===== src/core/pfm_cfg.svh =====
// constants for the pin function multiplexer: pin indices, reset values
// and clock ratios; assumes one 250 MHz core clock and no register bus
// Notes on behaviour
// - reset fuse and debug off: pin 1.3 is plain port
// - reset fuse on: pin 1.3 is low reset
// - rc oscillator frees oscillator pins as port
// - rc oscillator: pin 3.3 may output clock/2
// - debug plus rc oscillator: data on 3.2
// - debug plus external clock: data on 3.3
// - debug serial clock enters on pin 1.3
// - spi master drives mosi, sck; slave inputs
// - spi master reads miso; slave drives it
// - spi slave select enters on pin 1.4
// - every port one bit is event input
// - uart receive data enters on pin 3.0
// - uart transmit data leaves on pin 3.1
// - cpu clock equals oscillator, no divider
// - double speed mode absent, requests ignored
`ifndef PFM_CFG_SVH
`define PFM_CFG_SVH

// ****************************************************************
// widths and pin positions
// ****************************************************************
`define PFM_P1_W        8
`define PFM_P3_W        4
`define PFM_PIN_W       12
`define PFM_P1_RST_BIT  3
`define PFM_P1_SS_BIT   4
`define PFM_P1_MOSI_BIT 5
`define PFM_P1_MISO_BIT 6
`define PFM_P1_SCK_BIT  7
`define PFM_P3_RXD_BIT  0
`define PFM_P3_TXD_BIT  1
`define PFM_P3_OSCI_BIT 2
`define PFM_P3_OSCO_BIT 3

// ****************************************************************
// reset values and clock figures
// ****************************************************************
`define PFM_PIN_RST     1'h1
`define PFM_OE_N_RST    1'h1
`define PFM_CLK_PERIOD_NS 4
`define PFM_CPU_CLK_DIV 2'h1
`define PFM_DIVIDED_CLOCK_OUTPUT_DIV  2'h2

`endif


===== src/core/pfm_pkg.sv =====
// types shared by the pin function multiplexer modules
// assumes nothing beyond a SystemVerilog compiler
package pfm_pkg;

    // what drives or owns port three bit two
    typedef enum logic [1:0] {
        P32_PORT,
        P32_OSC,
        P32_DEBUG
    } pfm_p32_role_type;

    // what drives or owns port three bit three
    typedef enum logic [1:0] {
        P33_PORT,
        P33_OSC,
        P33_DIVIDED_CLOCK_OUTPUT,
        P33_DEBUG
    } pfm_p33_role_type;

endpackage


===== src/core/pfm_pin_mux.sv =====
// pin function multiplexer for port one (8 pins) and port three (4 pins)
// assumes fuse and mode bits come from logic on clk, pins from outside
`timescale 1ns/1ns
`default_nettype none
`include "pfm_cfg.svh"

module pfm_pin_mux
    import pfm_pkg::*;
(
    input  wire logic       clk,
    input  wire logic       rst,
    // configuration from fuses and mode registers
    input  wire logic       reset_fuse_en,
    input  wire logic       rc_osc_sel,
    input  wire logic       ocd_en,
    input  wire logic       divided_clock_output_en,
    input  wire logic       spi_en,
    input  wire logic       spi_master,
    input  wire logic       uart_en,
    input  wire logic       double_speed_req,
    // port latches and drive enables from the port logic
    input  wire logic [7:0] port1_latch,
    input  wire logic [7:0] port1_drive,
    input  wire logic [3:0] port3_latch,
    input  wire logic [3:0] port3_drive,
    // alternate function outputs from peripherals
    input  wire logic       spi_mosi_out,
    input  wire logic       spi_sck_out,
    input  wire logic       spi_miso_out,
    input  wire logic       uart_txd,
    input  wire logic       dbg_data_out,
    input  wire logic       dbg_data_oe,
    // pin pads
    input  wire logic [7:0] port1_pin_in,
    output var  logic [7:0] port1_pin_out,
    output var  logic [7:0] port1_pin_oe_n,
    input  wire logic [3:0] port3_pin_in,
    output var  logic [3:0] port3_pin_out,
    output var  logic [3:0] port3_pin_oe_n,
    // filtered pin values and the fixed clock ratio toward the core
    output var  logic [7:0] port1_in,
    output var  logic [3:0] port3_in,
    output var  logic [7:0] pin_event_in,
    output var  logic       ext_reset_n,
    output var  logic       debug_serial_clock_in,
    output var  logic       debug_serial_data_in,
    output var  logic       spi_mosi_in,
    output var  logic       spi_sck_in,
    output var  logic       spi_miso_in,
    output var  logic       spi_ss_n,
    output var  logic       uart_rxd,
    output var  logic [1:0] cpu_clk_ratio
);

    // ****************************************************************
    // pin selection function
    // ****************************************************************
    // returns {oe_n, out}; an owning alternate function wins over the
    // port latch, and an input-only function keeps the pad released
    function automatic logic [1:0] pin_pick(
        input logic drive_en,
        input logic latch,
        input logic alt_on,
        input logic alt_drive,
        input logic alt_val
    );
        if (alt_on) begin
            pin_pick = {~alt_drive, alt_val};
        end else begin
            pin_pick = {~drive_en, latch};
        end
    endfunction

    // ****************************************************************
    // input synchronisers
    // ****************************************************************
    logic [11:0] sync1;     // first stage, read only by sync2
    logic [11:0] sync2;     // second stage
    logic [11:0] sync3;     // third stage
    logic [11:0] filt;      // accepted pin level
    wire  [11:0] pin_raw;   // both ports, port three on top
    wire  [11:0] next_filt; // level once stages two and three agree

    assign pin_raw = {port3_pin_in, port1_pin_in};

    // a one-cycle glitch never shows in both late stages at once,
    // so it is dropped at the cost of one extra cycle of latency
    genvar g;
    generate
        for (g = 0; g < `PFM_PIN_W; g++) begin : g_filt
            assign next_filt[g] = (sync2[g] == sync3[g]) ? sync2[g]
                                                         : filt[g];
        end
    endgenerate

    // shift chain; idle level is high like a pulled-up pad
    always_ff @(posedge clk) begin
        if (rst) begin
            sync1 <= 12'hfff;
            sync2 <= 12'hfff;
            sync3 <= 12'hfff;
            filt  <= 12'hfff;
        end else begin
            sync1 <= pin_raw;
            sync2 <= sync1;
            sync3 <= sync2;
            filt  <= next_filt;
        end
    end

    // ****************************************************************
    // role decode
    // ****************************************************************
    wire spi_slave_on;          // spi active in slave role
    wire clkdiv_en;             // divided clock may run
    wire clk_half;              // divided clock from the divider
    wire p13_alt;               // pin 1.3 taken by reset or debug
    pfm_p32_role_type p32_role; // owner of pin 3.2
    pfm_p33_role_type p33_role; // owner of pin 3.3

    assign spi_slave_on = spi_en & ~spi_master;
    assign p13_alt      = reset_fuse_en | ocd_en;

    // without the rc oscillator pin 3.2 belongs to it, and pin 3.3 too unless debug is on
    assign p32_role = !rc_osc_sel ? P32_OSC
                    : ocd_en      ? P32_DEBUG
                    :               P32_PORT;
    // an external clock needs only the input pad, so debug data
    // moves to the output pad
    assign p33_role = (!rc_osc_sel && ocd_en) ? P33_DEBUG
                    : !rc_osc_sel             ? P33_OSC
                    : divided_clock_output_en               ? P33_DIVIDED_CLOCK_OUTPUT
                    :                           P33_PORT;

    assign clkdiv_en = (p33_role == P33_DIVIDED_CLOCK_OUTPUT);

    // divided clock source for pin 3.3
    pfm_clkdiv u_clkdiv (
        .clk      (clk),
        .rst      (rst),
        .en       (clkdiv_en),
        .clk_half (clk_half)
    );

    // ****************************************************************
    // port one pad selection
    // ****************************************************************
    wire [1:0] p1_sel [8]; // {oe_n, out} per port one pin

    // bits zero to two are plain port pins
    generate
        for (g = 0; g < 3; g++) begin : g_p1_plain
            assign p1_sel[g] = pin_pick(port1_drive[g], port1_latch[g],
                                        1'h0, 1'h0, 1'h0);
        end
    endgenerate

    // reset or debug clock: input only, otherwise port
    assign p1_sel[3] = pin_pick(port1_drive[3], port1_latch[3],
                                p13_alt, 1'h0, 1'h0);
    // slave select is input only while spi is slave
    assign p1_sel[4] = pin_pick(port1_drive[4], port1_latch[4],
                                spi_slave_on, 1'h0, 1'h0);
    // mosi and sck drive in master role only
    assign p1_sel[5] = pin_pick(port1_drive[5], port1_latch[5],
                                spi_en, spi_master,
                                spi_mosi_out);
    assign p1_sel[6] = pin_pick(port1_drive[6], port1_latch[6],
                                spi_en, ~spi_master,
                                spi_miso_out);
    assign p1_sel[7] = pin_pick(port1_drive[7], port1_latch[7],
                                spi_en, spi_master,
                                spi_sck_out);

    // ****************************************************************
    // port three pad selection
    // ****************************************************************
    wire [1:0] p3_sel [4]; // {oe_n, out} per port three pin
    logic      p32_alt;    // pin 3.2 owned by a function
    logic      p32_drv;    // pin 3.2 function drives
    logic      p32_val;    // pin 3.2 function value
    logic      p33_alt;    // pin 3.3 owned by a function
    logic      p33_drv;    // pin 3.3 function drives
    logic      p33_val;    // pin 3.3 function value

    assign p3_sel[0] = pin_pick(port3_drive[0], port3_latch[0],
                                uart_en, 1'h0, 1'h0);
    assign p3_sel[1] = pin_pick(port3_drive[1], port3_latch[1],
                                uart_en, 1'h1, uart_txd);

    // oscillator ownership keeps the pad released for the amplifier
    always_comb begin
        p32_alt = 1'h0;
        p32_drv = 1'h0;
        p32_val = 1'h0;
        unique case (p32_role)
            P32_PORT: begin
                p32_alt = 1'h0;
            end
            P32_OSC: begin
                p32_alt = 1'h1;
            end
            P32_DEBUG: begin
                p32_alt = 1'h1;
                p32_drv = dbg_data_oe;
                p32_val = dbg_data_out;
            end
            default: begin
                p32_alt = 1'h1; // unused code: keep the pad released
            end
        endcase
    end

    // pin 3.3 owner drives according to its role
    always_comb begin
        p33_alt = 1'h0;
        p33_drv = 1'h0;
        p33_val = 1'h0;
        unique case (p33_role)
            P33_PORT: begin
                p33_alt = 1'h0;
            end
            P33_OSC: begin
                p33_alt = 1'h1;
            end
            P33_DIVIDED_CLOCK_OUTPUT: begin
                p33_alt = 1'h1;
                p33_drv = 1'h1;
                p33_val = clk_half;
            end
            P33_DEBUG: begin
                p33_alt = 1'h1;
                p33_drv = dbg_data_oe;
                p33_val = dbg_data_out;
            end
        endcase
    end

    assign p3_sel[2] = pin_pick(port3_drive[2], port3_latch[2],
                                p32_alt, p32_drv, p32_val);
    assign p3_sel[3] = pin_pick(port3_drive[3], port3_latch[3],
                                p33_alt, p33_drv, p33_val);

    // ****************************************************************
    // toward-core selection
    // ****************************************************************
    wire next_ext_reset_n; // reset pin level when the fuse is on
    wire next_dbg_clk;     // debug clock while debug is on
    wire next_dbg_data;    // debug data from the owning pad
    wire next_ss_n;        // slave select, idle high
    wire next_rxd;         // receive data, idle high

    assign next_ext_reset_n = reset_fuse_en ? filt[3] : 1'h1;
    assign next_dbg_clk     = ocd_en ? filt[3] : 1'h0;
    assign next_dbg_data    = !ocd_en    ? 1'h1
                            : rc_osc_sel ? filt[10]
                            :              filt[11];
    assign next_ss_n        = spi_en ? filt[4] : 1'h1;
    assign next_rxd         = uart_en ? filt[8] : 1'h1;

    // ****************************************************************
    // output registers
    // ****************************************************************
    // pads are registered so no decode glitch ever reaches a pin;
    // the pads come out of reset released
    always_ff @(posedge clk) begin
        if (rst) begin
            port1_pin_out  <= 8'hff;
            port1_pin_oe_n <= 8'hff;
            port3_pin_out  <= 4'hf;
            port3_pin_oe_n <= 4'hf;
        end else begin
            for (int i = 0; i < `PFM_P1_W; i++) begin
                port1_pin_oe_n[i] <= p1_sel[i][1];
                port1_pin_out[i]  <= p1_sel[i][0];
            end
            for (int i = 0; i < `PFM_P3_W; i++) begin
                port3_pin_oe_n[i] <= p3_sel[i][1];
                port3_pin_out[i]  <= p3_sel[i][0];
            end
        end
    end

    // filtered values and the fixed clock ratio toward the core;
    // the ratio ignores any double speed request by construction
    always_ff @(posedge clk) begin
        if (rst) begin
            port1_in              <= 8'hff;
            port3_in              <= 4'hf;
            pin_event_in          <= 8'hff;
            ext_reset_n           <= 1'h1;
            debug_serial_clock_in <= 1'h0;
            debug_serial_data_in  <= 1'h1;
            spi_mosi_in           <= 1'h1;
            spi_sck_in            <= 1'h1;
            spi_miso_in           <= 1'h1;
            spi_ss_n              <= 1'h1;
            uart_rxd              <= 1'h1;
            cpu_clk_ratio         <= `PFM_CPU_CLK_DIV;
        end else begin
            port1_in              <= filt[7:0];
            port3_in              <= filt[11:8];
            pin_event_in          <= filt[7:0];
            ext_reset_n           <= next_ext_reset_n;
            debug_serial_clock_in <= next_dbg_clk;
            debug_serial_data_in  <= next_dbg_data;
            spi_mosi_in           <= filt[5];
            spi_sck_in            <= filt[7];
            spi_miso_in           <= filt[6];
            spi_ss_n              <= next_ss_n;
            uart_rxd              <= next_rxd;
            cpu_clk_ratio         <= `PFM_CPU_CLK_DIV;
        end
    end
endmodule
`default_nettype wire


===== src/core/pfm_clkdiv.sv =====
// divide-by-two clock generator for the divided clock output pin
// assumes the core clock clk and a synchronous active high reset
`timescale 1ns/1ns
`default_nettype none
`include "pfm_cfg.svh"

module pfm_clkdiv (
    input  wire logic clk,
    input  wire logic rst,
    input  wire logic en,
    output var  logic clk_half
);

    // ****************************************************************
    // toggle register
    // ****************************************************************
    // one toggle per core edge gives the divide by PFM_DIVIDED_CLOCK_OUTPUT_DIV;
    // held low while disabled so the pin starts from a known phase
    always_ff @(posedge clk) begin
        if (rst) begin
            clk_half <= 1'h0;
        end else if (en) begin
            clk_half <= ~clk_half;
        end else begin
            clk_half <= 1'h0;
        end
    end

endmodule
`default_nettype wire


===== config.mk =====
export PLATFORM = sky130hd
export DESIGN_NAME = pfm_pin_mux
export DESIGN_NICKNAME = d
export VERILOG_FILES = /design/src/core/pfm_pkg.sv /design/src/core/pfm_pin_mux.sv /design/src/core/pfm_clkdiv.sv
export VERILOG_INCLUDE_DIRS = /design/src /design/src/core
export SDC_FILE = /design/constraint.sdc
export NUM_CORES = 1
export LEC_CHECK = 0
export BUFFER_PORTS_ARGS = -buffer_cell sky130_fd_sc_hd__buf_2
export CORE_ASPECT_RATIO = 1.25
export CORE_MARGIN = 5
export CORE_UTILIZATION = 30
export DETAILED_ROUTE_END_ITERATION = 12
export RECOVER_POWER = 100
export SLEW_MARGIN = 10
export SYNTH_ARGS = -nofsm -noshare
export SYNTH_HDL_FRONTEND = slang
export SYNTH_HIERARCHICAL = 1
export SYNTH_SLANG_ARGS = --single-unit

===== constraint.sdc =====
create_clock -name clk -period 1.3 [get_ports clk]
set_input_delay 0.26 -clock clk [delete_from_list [all_inputs] [get_ports clk]]
set_output_delay 0.26 -clock clk [all_outputs]
set_load 0.01 [all_outputs]

==> results of run 1 <==
==> registers in the layout (all words and copies together), names as in the netlist <==
signal / flops
port1_pin_oe_n: 8
sync1: 12
sync3: 12
uart_rxd: 1
sync2: 12
port3_pin_oe_n: 4
ext_reset_n: 1
port3_in: 4
pin_event_in: 8
debug_serial_clock_in: 1
spi_ss_n: 1
port1_pin_out: 8
u_clkdiv/clk_half: 1
port3_pin_out: 4
debug_serial_data_in: 1
filt: 12
==> per-layer routing <==
metal  vias to the layer above  wire length, um  global-route usage (%)
met3                         8              274                   3.241
met5                         -                0                       0
met1                       852             1982                   9.074
li1                        986                -                       -
met2                        40             2710                   15.80
met4                         0              119                   5.795
==> layout by cell type (no fill, tap or decap) <==
cell type	instances
nand2b_1	7
inv_1	3
clkbuf_8	1
mux2_1	1
and2_2	1
a21o_1	7
nor2b_1	4
clkbuf_2	1
conb_1	2
o21bai_1	13
and3b_1	2
dfxtp_1	90
buf_2	49
clkinv_4	2
clkinv_2	1
nor2_1	16
nand2_1	4
a21oi_1	13
mux2i_1	1
mux2_2	2
clkbuf_16	9
or2_1	1
nor3b_1	2
clkbuf_1	55
bufinv_16	2
or3_1	1
nand3b_1	4
clkinvlp_4	1
or2_2	49
buf_12	1
a211o_1	5
==> cell families after synthesis <==
family	Yosys count	synth area share, %
buffers and inverters	27	6.150
and+or+nand+nor	91	19.03
DFF	90	63.72
muxes	4	1.681
other	2	0.2656
AOI/OAI and AO/OA	38	9.159
==> cell type report <==
type / count / area, sq um / share of cell area [%]
clock buffer: 10 / 239.0 / 6.609
tap: 123 / 153.9 / 4.256
sequential: 90 / 1802 / 49.83
inverter: 3 / 11.26 / 0.3114
multi-input combinational: 135 / 843.3 / 23.32
clock inverter: 6 / 90.09 / 2.491
timing repair buffer: 106 / 476.7 / 13.18
==> report_power, final <==
group	switching [mW]	internal [mW]	total [mW]	leakage (nW)
clock network	1.02	1.74	2.75	0.159
logic	0.139	0.158	0.296	0.592
registers	0.0277	2.85	2.88	0.741
==> worst min path at each step <==
stage / startpoint / end / slack (ns)
after floorplan: reset_fuse_en / ext_reset_n / 0.32
after global placement: sync1[9] / sync2[9] / 0.39
after detailed placement: sync1[5] / sync2[5] / 0.39
after CTS: port1_drive[2] / port1_pin_oe_n[2] / 0.08
after global routing: port1_drive[0] / port1_pin_oe_n[0] / 0.08
final: port3_drive[0] / port3_pin_oe_n[0] / 0.09
==> impl_metrics.env, run 1 <==
export IMPL_ios=106
export IMPL_cp_top_family="flip-flops"
export IMPL_worstPathCellList="clkbuf_1"
export IMPL_async_flop_share_pct=0
export IMPL_rr_endpoint="port3_pin_out[3]"
export IMPL_drt_total_wl_um=5086
export IMPL_htreeDepth=3
export IMPL_die_h_um=118.5
export IMPL_coreArea_sq_um=9174
export IMPL_final_nets=397
export IMPL_crit_buf_inv=1
export IMPL_reg2reg_depth=2
export IMPL_path_clk_slew_ns=0.06
export IMPL_viasPerCell=3.987
export IMPL_rows=39
export IMPL_synth_seq_cells=90
export IMPL_hp_class="input pin to flip-flop"
export IMPL_grt_pass1_vias=1877
export IMPL_outcome="complete, no violations"
export IMPL_port_buffers=102
export IMPL_dp_slack_ns=0.2145
export IMPL_first_iter_violations=46
export IMPL_yosysTopAreaCellShare_pct=63.72
export IMPL_synth_edf_count=0
export IMPL_grt_pass1_wl_um=8390
export IMPL_min_period_ns=1.103
export IMPL_antenna_left=0
export IMPL_nFillCells=977
export IMPL_ys_seq_area_share_pct=63.72
export IMPL_overflow=0
export IMPL_final_max_slew_viol_count=0
export IMPL_slowest_stage="dfxtp_1"
export IMPL_synth_warnings=6
export IMPL_n_antenna_cell=0
export IMPL_cts_resized=0
export IMPL_dpl_cell_area_sq_um=3372
export IMPL_r2r_slack_ns=0.30
export IMPL_drc=0
export IMPL_grt_max_degree=41
export IMPL_p_per_area_nw_per_um2=1640
export IMPL_clock_tree_root_cell="clkbuf_16"
export IMPL_path_class="flip-flop to primary output"
export IMPL_finalClockSkew_ns=0.003275
export IMPL_synthTopCellsByCount="dfxtp_1 (90), or2_2 (49), nor2_1 (16)"
export IMPL_dpl_hpwl_um=3815
export IMPL_synth_net_count=304
export IMPL_maxCapViolCount=0
export IMPL_max_freq_mhz=906.3
export IMPL_p_total_mw=5.931
export IMPL_fin_util_pct=39.42
export IMPL_setup_viol=0
export IMPL_synth_cell_type_count=26
export IMPL_postCtsSetupBuffers=0
export IMPL_cp_end_kind="primary output"
export IMPL_wl_per_cell_um=10.75
export IMPL_max_stage_delay_ns=0.35
export IMPL_synth_ff_type="dfxtp_1"
export IMPL_die_area_sq_um=11480
export IMPL_p_leak_nw=1.492
export IMPL_vias=1886
export IMPL_cp_start_kind="flip-flop"
export IMPL_cts_tree="yes"
export IMPL_final_cells=473
export IMPL_cp_num_cells=1
export IMPL_cts_path_max_buffers=2
export IMPL_cts_buffers=9
export IMPL_dp_cells=457
export IMPL_tns_ns=0
export IMPL_cts_sinks=90
export IMPL_synth_avg_cell_area_sq_um=11.22
export IMPL_antenna_found_initial=0
export IMPL_hold_viol=0
export IMPL_rsz0062_at_grt="false"
export IMPL_grt_usage_pct=9.053
export IMPL_fin_ws_ns=0.1966
export IMPL_synthCells=252
export IMPL_drive_gt1_share_pct=34.00
export IMPL_holdWs_ns=0.09164
export IMPL_gp_congestion=0.6980
export IMPL_synth_area_leaders="dfxtp_1 (64%), or2_2 (11%), buf_4 (3.5%)"
export IMPL_crit_arrival_ns=0.84
export IMPL_r2r_start="u_clkdiv/clk_half"
export IMPL_worstSetupStartpoint="pin_event_in[6]"
export IMPL_hold_buffers=0
export IMPL_netlist_area_sq_um=2828
export IMPL_dieWidth_um=96.84
export IMPL_crit_fanout=3
export IMPL_fin_area_sq_um=3616
export IMPL_period_share_pct=84.88
export IMPL_dr_pass1_iters=4
export IMPL_yosys_area_top_type="dfxtp_1"
export IMPL_yosysMostFrequentCell="dfxtp_1"
export IMPL_area_growth_pct=27.88
export IMPL_clock_latency_ns=0.33
export IMPL_initial_utilization_pct=30.82
export IMPL_whs_path_depth=2
export IMPL_ir_drop_v=0.0006045
export IMPL_worstPathRequired_ns=1.04
export IMPL_critical_path_endpoint="port1_in[6]"
Power figures use the tool's default switching activity.
==> run 2, diff against run 1 <==
==> constraint.sdc (replaced) <==
create_clock -name clk -period 1.1 [get_ports clk]
set_input_delay 0.22 -clock clk [delete_from_list [all_inputs] [get_ports clk]]
set_output_delay 0.22 -clock clk [all_outputs]
set_load 0.01 [all_outputs]
==> impl_metrics.env, run 2 (same netlist as run 1, synthesis figures left out) <==
export IMPL_fin_area_sq_um=3602
export IMPL_overflow=0
export IMPL_die_h_um=118.5
export IMPL_hold_buffers=0
export IMPL_worstSetupStartpoint="pin_event_in[6]"
export IMPL_cp_start_kind="flip-flop"
export IMPL_fin_util_pct=39.27
export IMPL_vias=1866
export IMPL_drt_total_wl_um=5249
export IMPL_antenna_left=0
export IMPL_final_nets=396
export IMPL_worstMarginPinSlew_ns=0.5563
export IMPL_cp_top_family="flip-flops"
export IMPL_first_iter_violations=30
export IMPL_maxSlewHeadroom_pct=62.91
export IMPL_cts_tree="yes"
export IMPL_grt_pass1_wl_um=8328
export IMPL_dpl_cell_area_sq_um=3377
export IMPL_postCtsSetupBuffers=0
export IMPL_holdWs_ns=0.04050
export IMPL_crit_buf_inv=1
export IMPL_max_freq_mhz=962.5
export IMPL_finalClockSkew_ns=0.005071
export IMPL_reg2reg_depth=2
export IMPL_port_buffers=102
export IMPL_final_common_cell="dfxtp_1"
export IMPL_dr_pass1_iters=3
export IMPL_fin_ws_ns=0.06104
export IMPL_critical_path_endpoint="spi_miso_in"
export IMPL_grt_usage_pct=9.205
export IMPL_crit_fanout=3
export IMPL_grt_max_degree=50
export IMPL_rsz0062_at_grt="false"
export IMPL_setup_viol=0
export IMPL_ios=106
export IMPL_dieWidth_um=96.84
export IMPL_tns_ns=0
export IMPL_grt_pass1_vias=1792
export IMPL_r2r_start="u_clkdiv/clk_half"
export IMPL_cp_num_cells=1
export IMPL_rows=39
export IMPL_wl_per_cell_um=11.12
export IMPL_maxCapViolCount=0
export IMPL_rr_endpoint="port3_pin_out[3]"
export IMPL_area_growth_pct=27.39
export IMPL_cp_end_kind="primary output"
export IMPL_clock_latency_ns=0.33
export IMPL_cts_path_max_buffers=2
export IMPL_coreArea_sq_um=9174
export IMPL_crit_arrival_ns=0.82
export IMPL_gp_congestion=0.7093
export IMPL_p_leak_nw=1.512
export IMPL_period_share_pct=94.45
export IMPL_ir_drop_v=0.0008963
export IMPL_path_clk_slew_ns=0.06
export IMPL_dpl_hpwl_um=3834
export IMPL_antenna_found_initial=0
export IMPL_cts_buffers=9
export IMPL_slowest_stage="dfxtp_1"
export IMPL_final_cell_mix="dfxtp_1 (90), buf_2 (54), or2_2 (49)"
export IMPL_drc=0
export IMPL_worstPathRequired_ns=0.88
export IMPL_htreeDepth=3
export IMPL_outcome="complete, no violations"
export IMPL_path_class="flip-flop to primary output"
export IMPL_hold_viol=0
export IMPL_initial_utilization_pct=30.82
export IMPL_drive_gt1_share_pct=38.11
export IMPL_min_period_ns=1.039
export IMPL_dp_slack_ns=0.05702
export IMPL_n_antenna_cell=0
export IMPL_r2r_slack_ns=0.09
export IMPL_cts_resized=0
export IMPL_viasPerCell=3.953
export IMPL_die_area_sq_um=11480
export IMPL_final_max_slew_viol_count=0
export IMPL_p_per_area_nw_per_um2=1877
export IMPL_worstPathCellList="buf_2"
export IMPL_clock_tree_root_cell="clkbuf_16"
export IMPL_hp_class="input pin to flip-flop"
export IMPL_max_stage_delay_ns=0.35
export IMPL_cts_sinks=90
run 2: changes by cell type in the layout (fill, tap and decap cells not counted), sizes merged:
cell | before | now
clkinvlp | 1 | 0
clkinv | 3 | 4
buf | 50 | 55
clkbuf | 66 | 61
bufinv | 2 | 1
run 2: per-layer routing:
layer	GRT usage (%)	vias to the layer above	wire, um
li1	-	977	-
met4	6.058	0	145
met1	9.307	838	2036
met2	15.67	41	2760
met3	3.595	10	306
met5	0	-	0
run 2: area by class of cell:
class | count | area (sq um)
multi-input combinational | 135 | 848.3
clock buffer | 11 | 242.7
sequential | 90 | 1802
timing repair buffer | 105 | 490.5
tap | 123 | 153.9
fill | 980 | 5572
clock inverter | 5 | 53.80
inverter | 3 | 11.26
run 2: where the power goes:
part           total, mW  leakage (nW)  switching, mW  internal, mW
logic              0.351         0.621          0.165         0.187
registers           3.41         0.741         0.0335          3.37
clock network       3.01         0.149           1.19          1.81
total               6.76          1.51           1.39          5.37
run 2: worst min path at each step:
stage                   startpoint                 to  slack, ns  cells after the start
floorplan            reset_fuse_en        ext_reset_n       0.28                      1
global placement    port3_drive[0]  port3_pin_oe_n[0]       0.39                      2
detailed placement  port3_drive[0]  port3_pin_oe_n[0]       0.38                      2
global route        port3_drive[0]  port3_pin_oe_n[0]       0.03                      2
finish              port3_drive[0]  port3_pin_oe_n[0]       0.04                      2
CTS                 port3_drive[0]  port3_pin_oe_n[0]       0.02                      2
run 2: per-stage QoR:
stage | power [mW] | std cells
2_1_floorplan | 3.680 | 252
3_3_place_gp | 3.851 | 456
3_5_place_dp | 3.863 | 456
4_1_cts | 6.910 | 472
5_1_grt | 7.055 | 472
6_report | 6.762 | 472
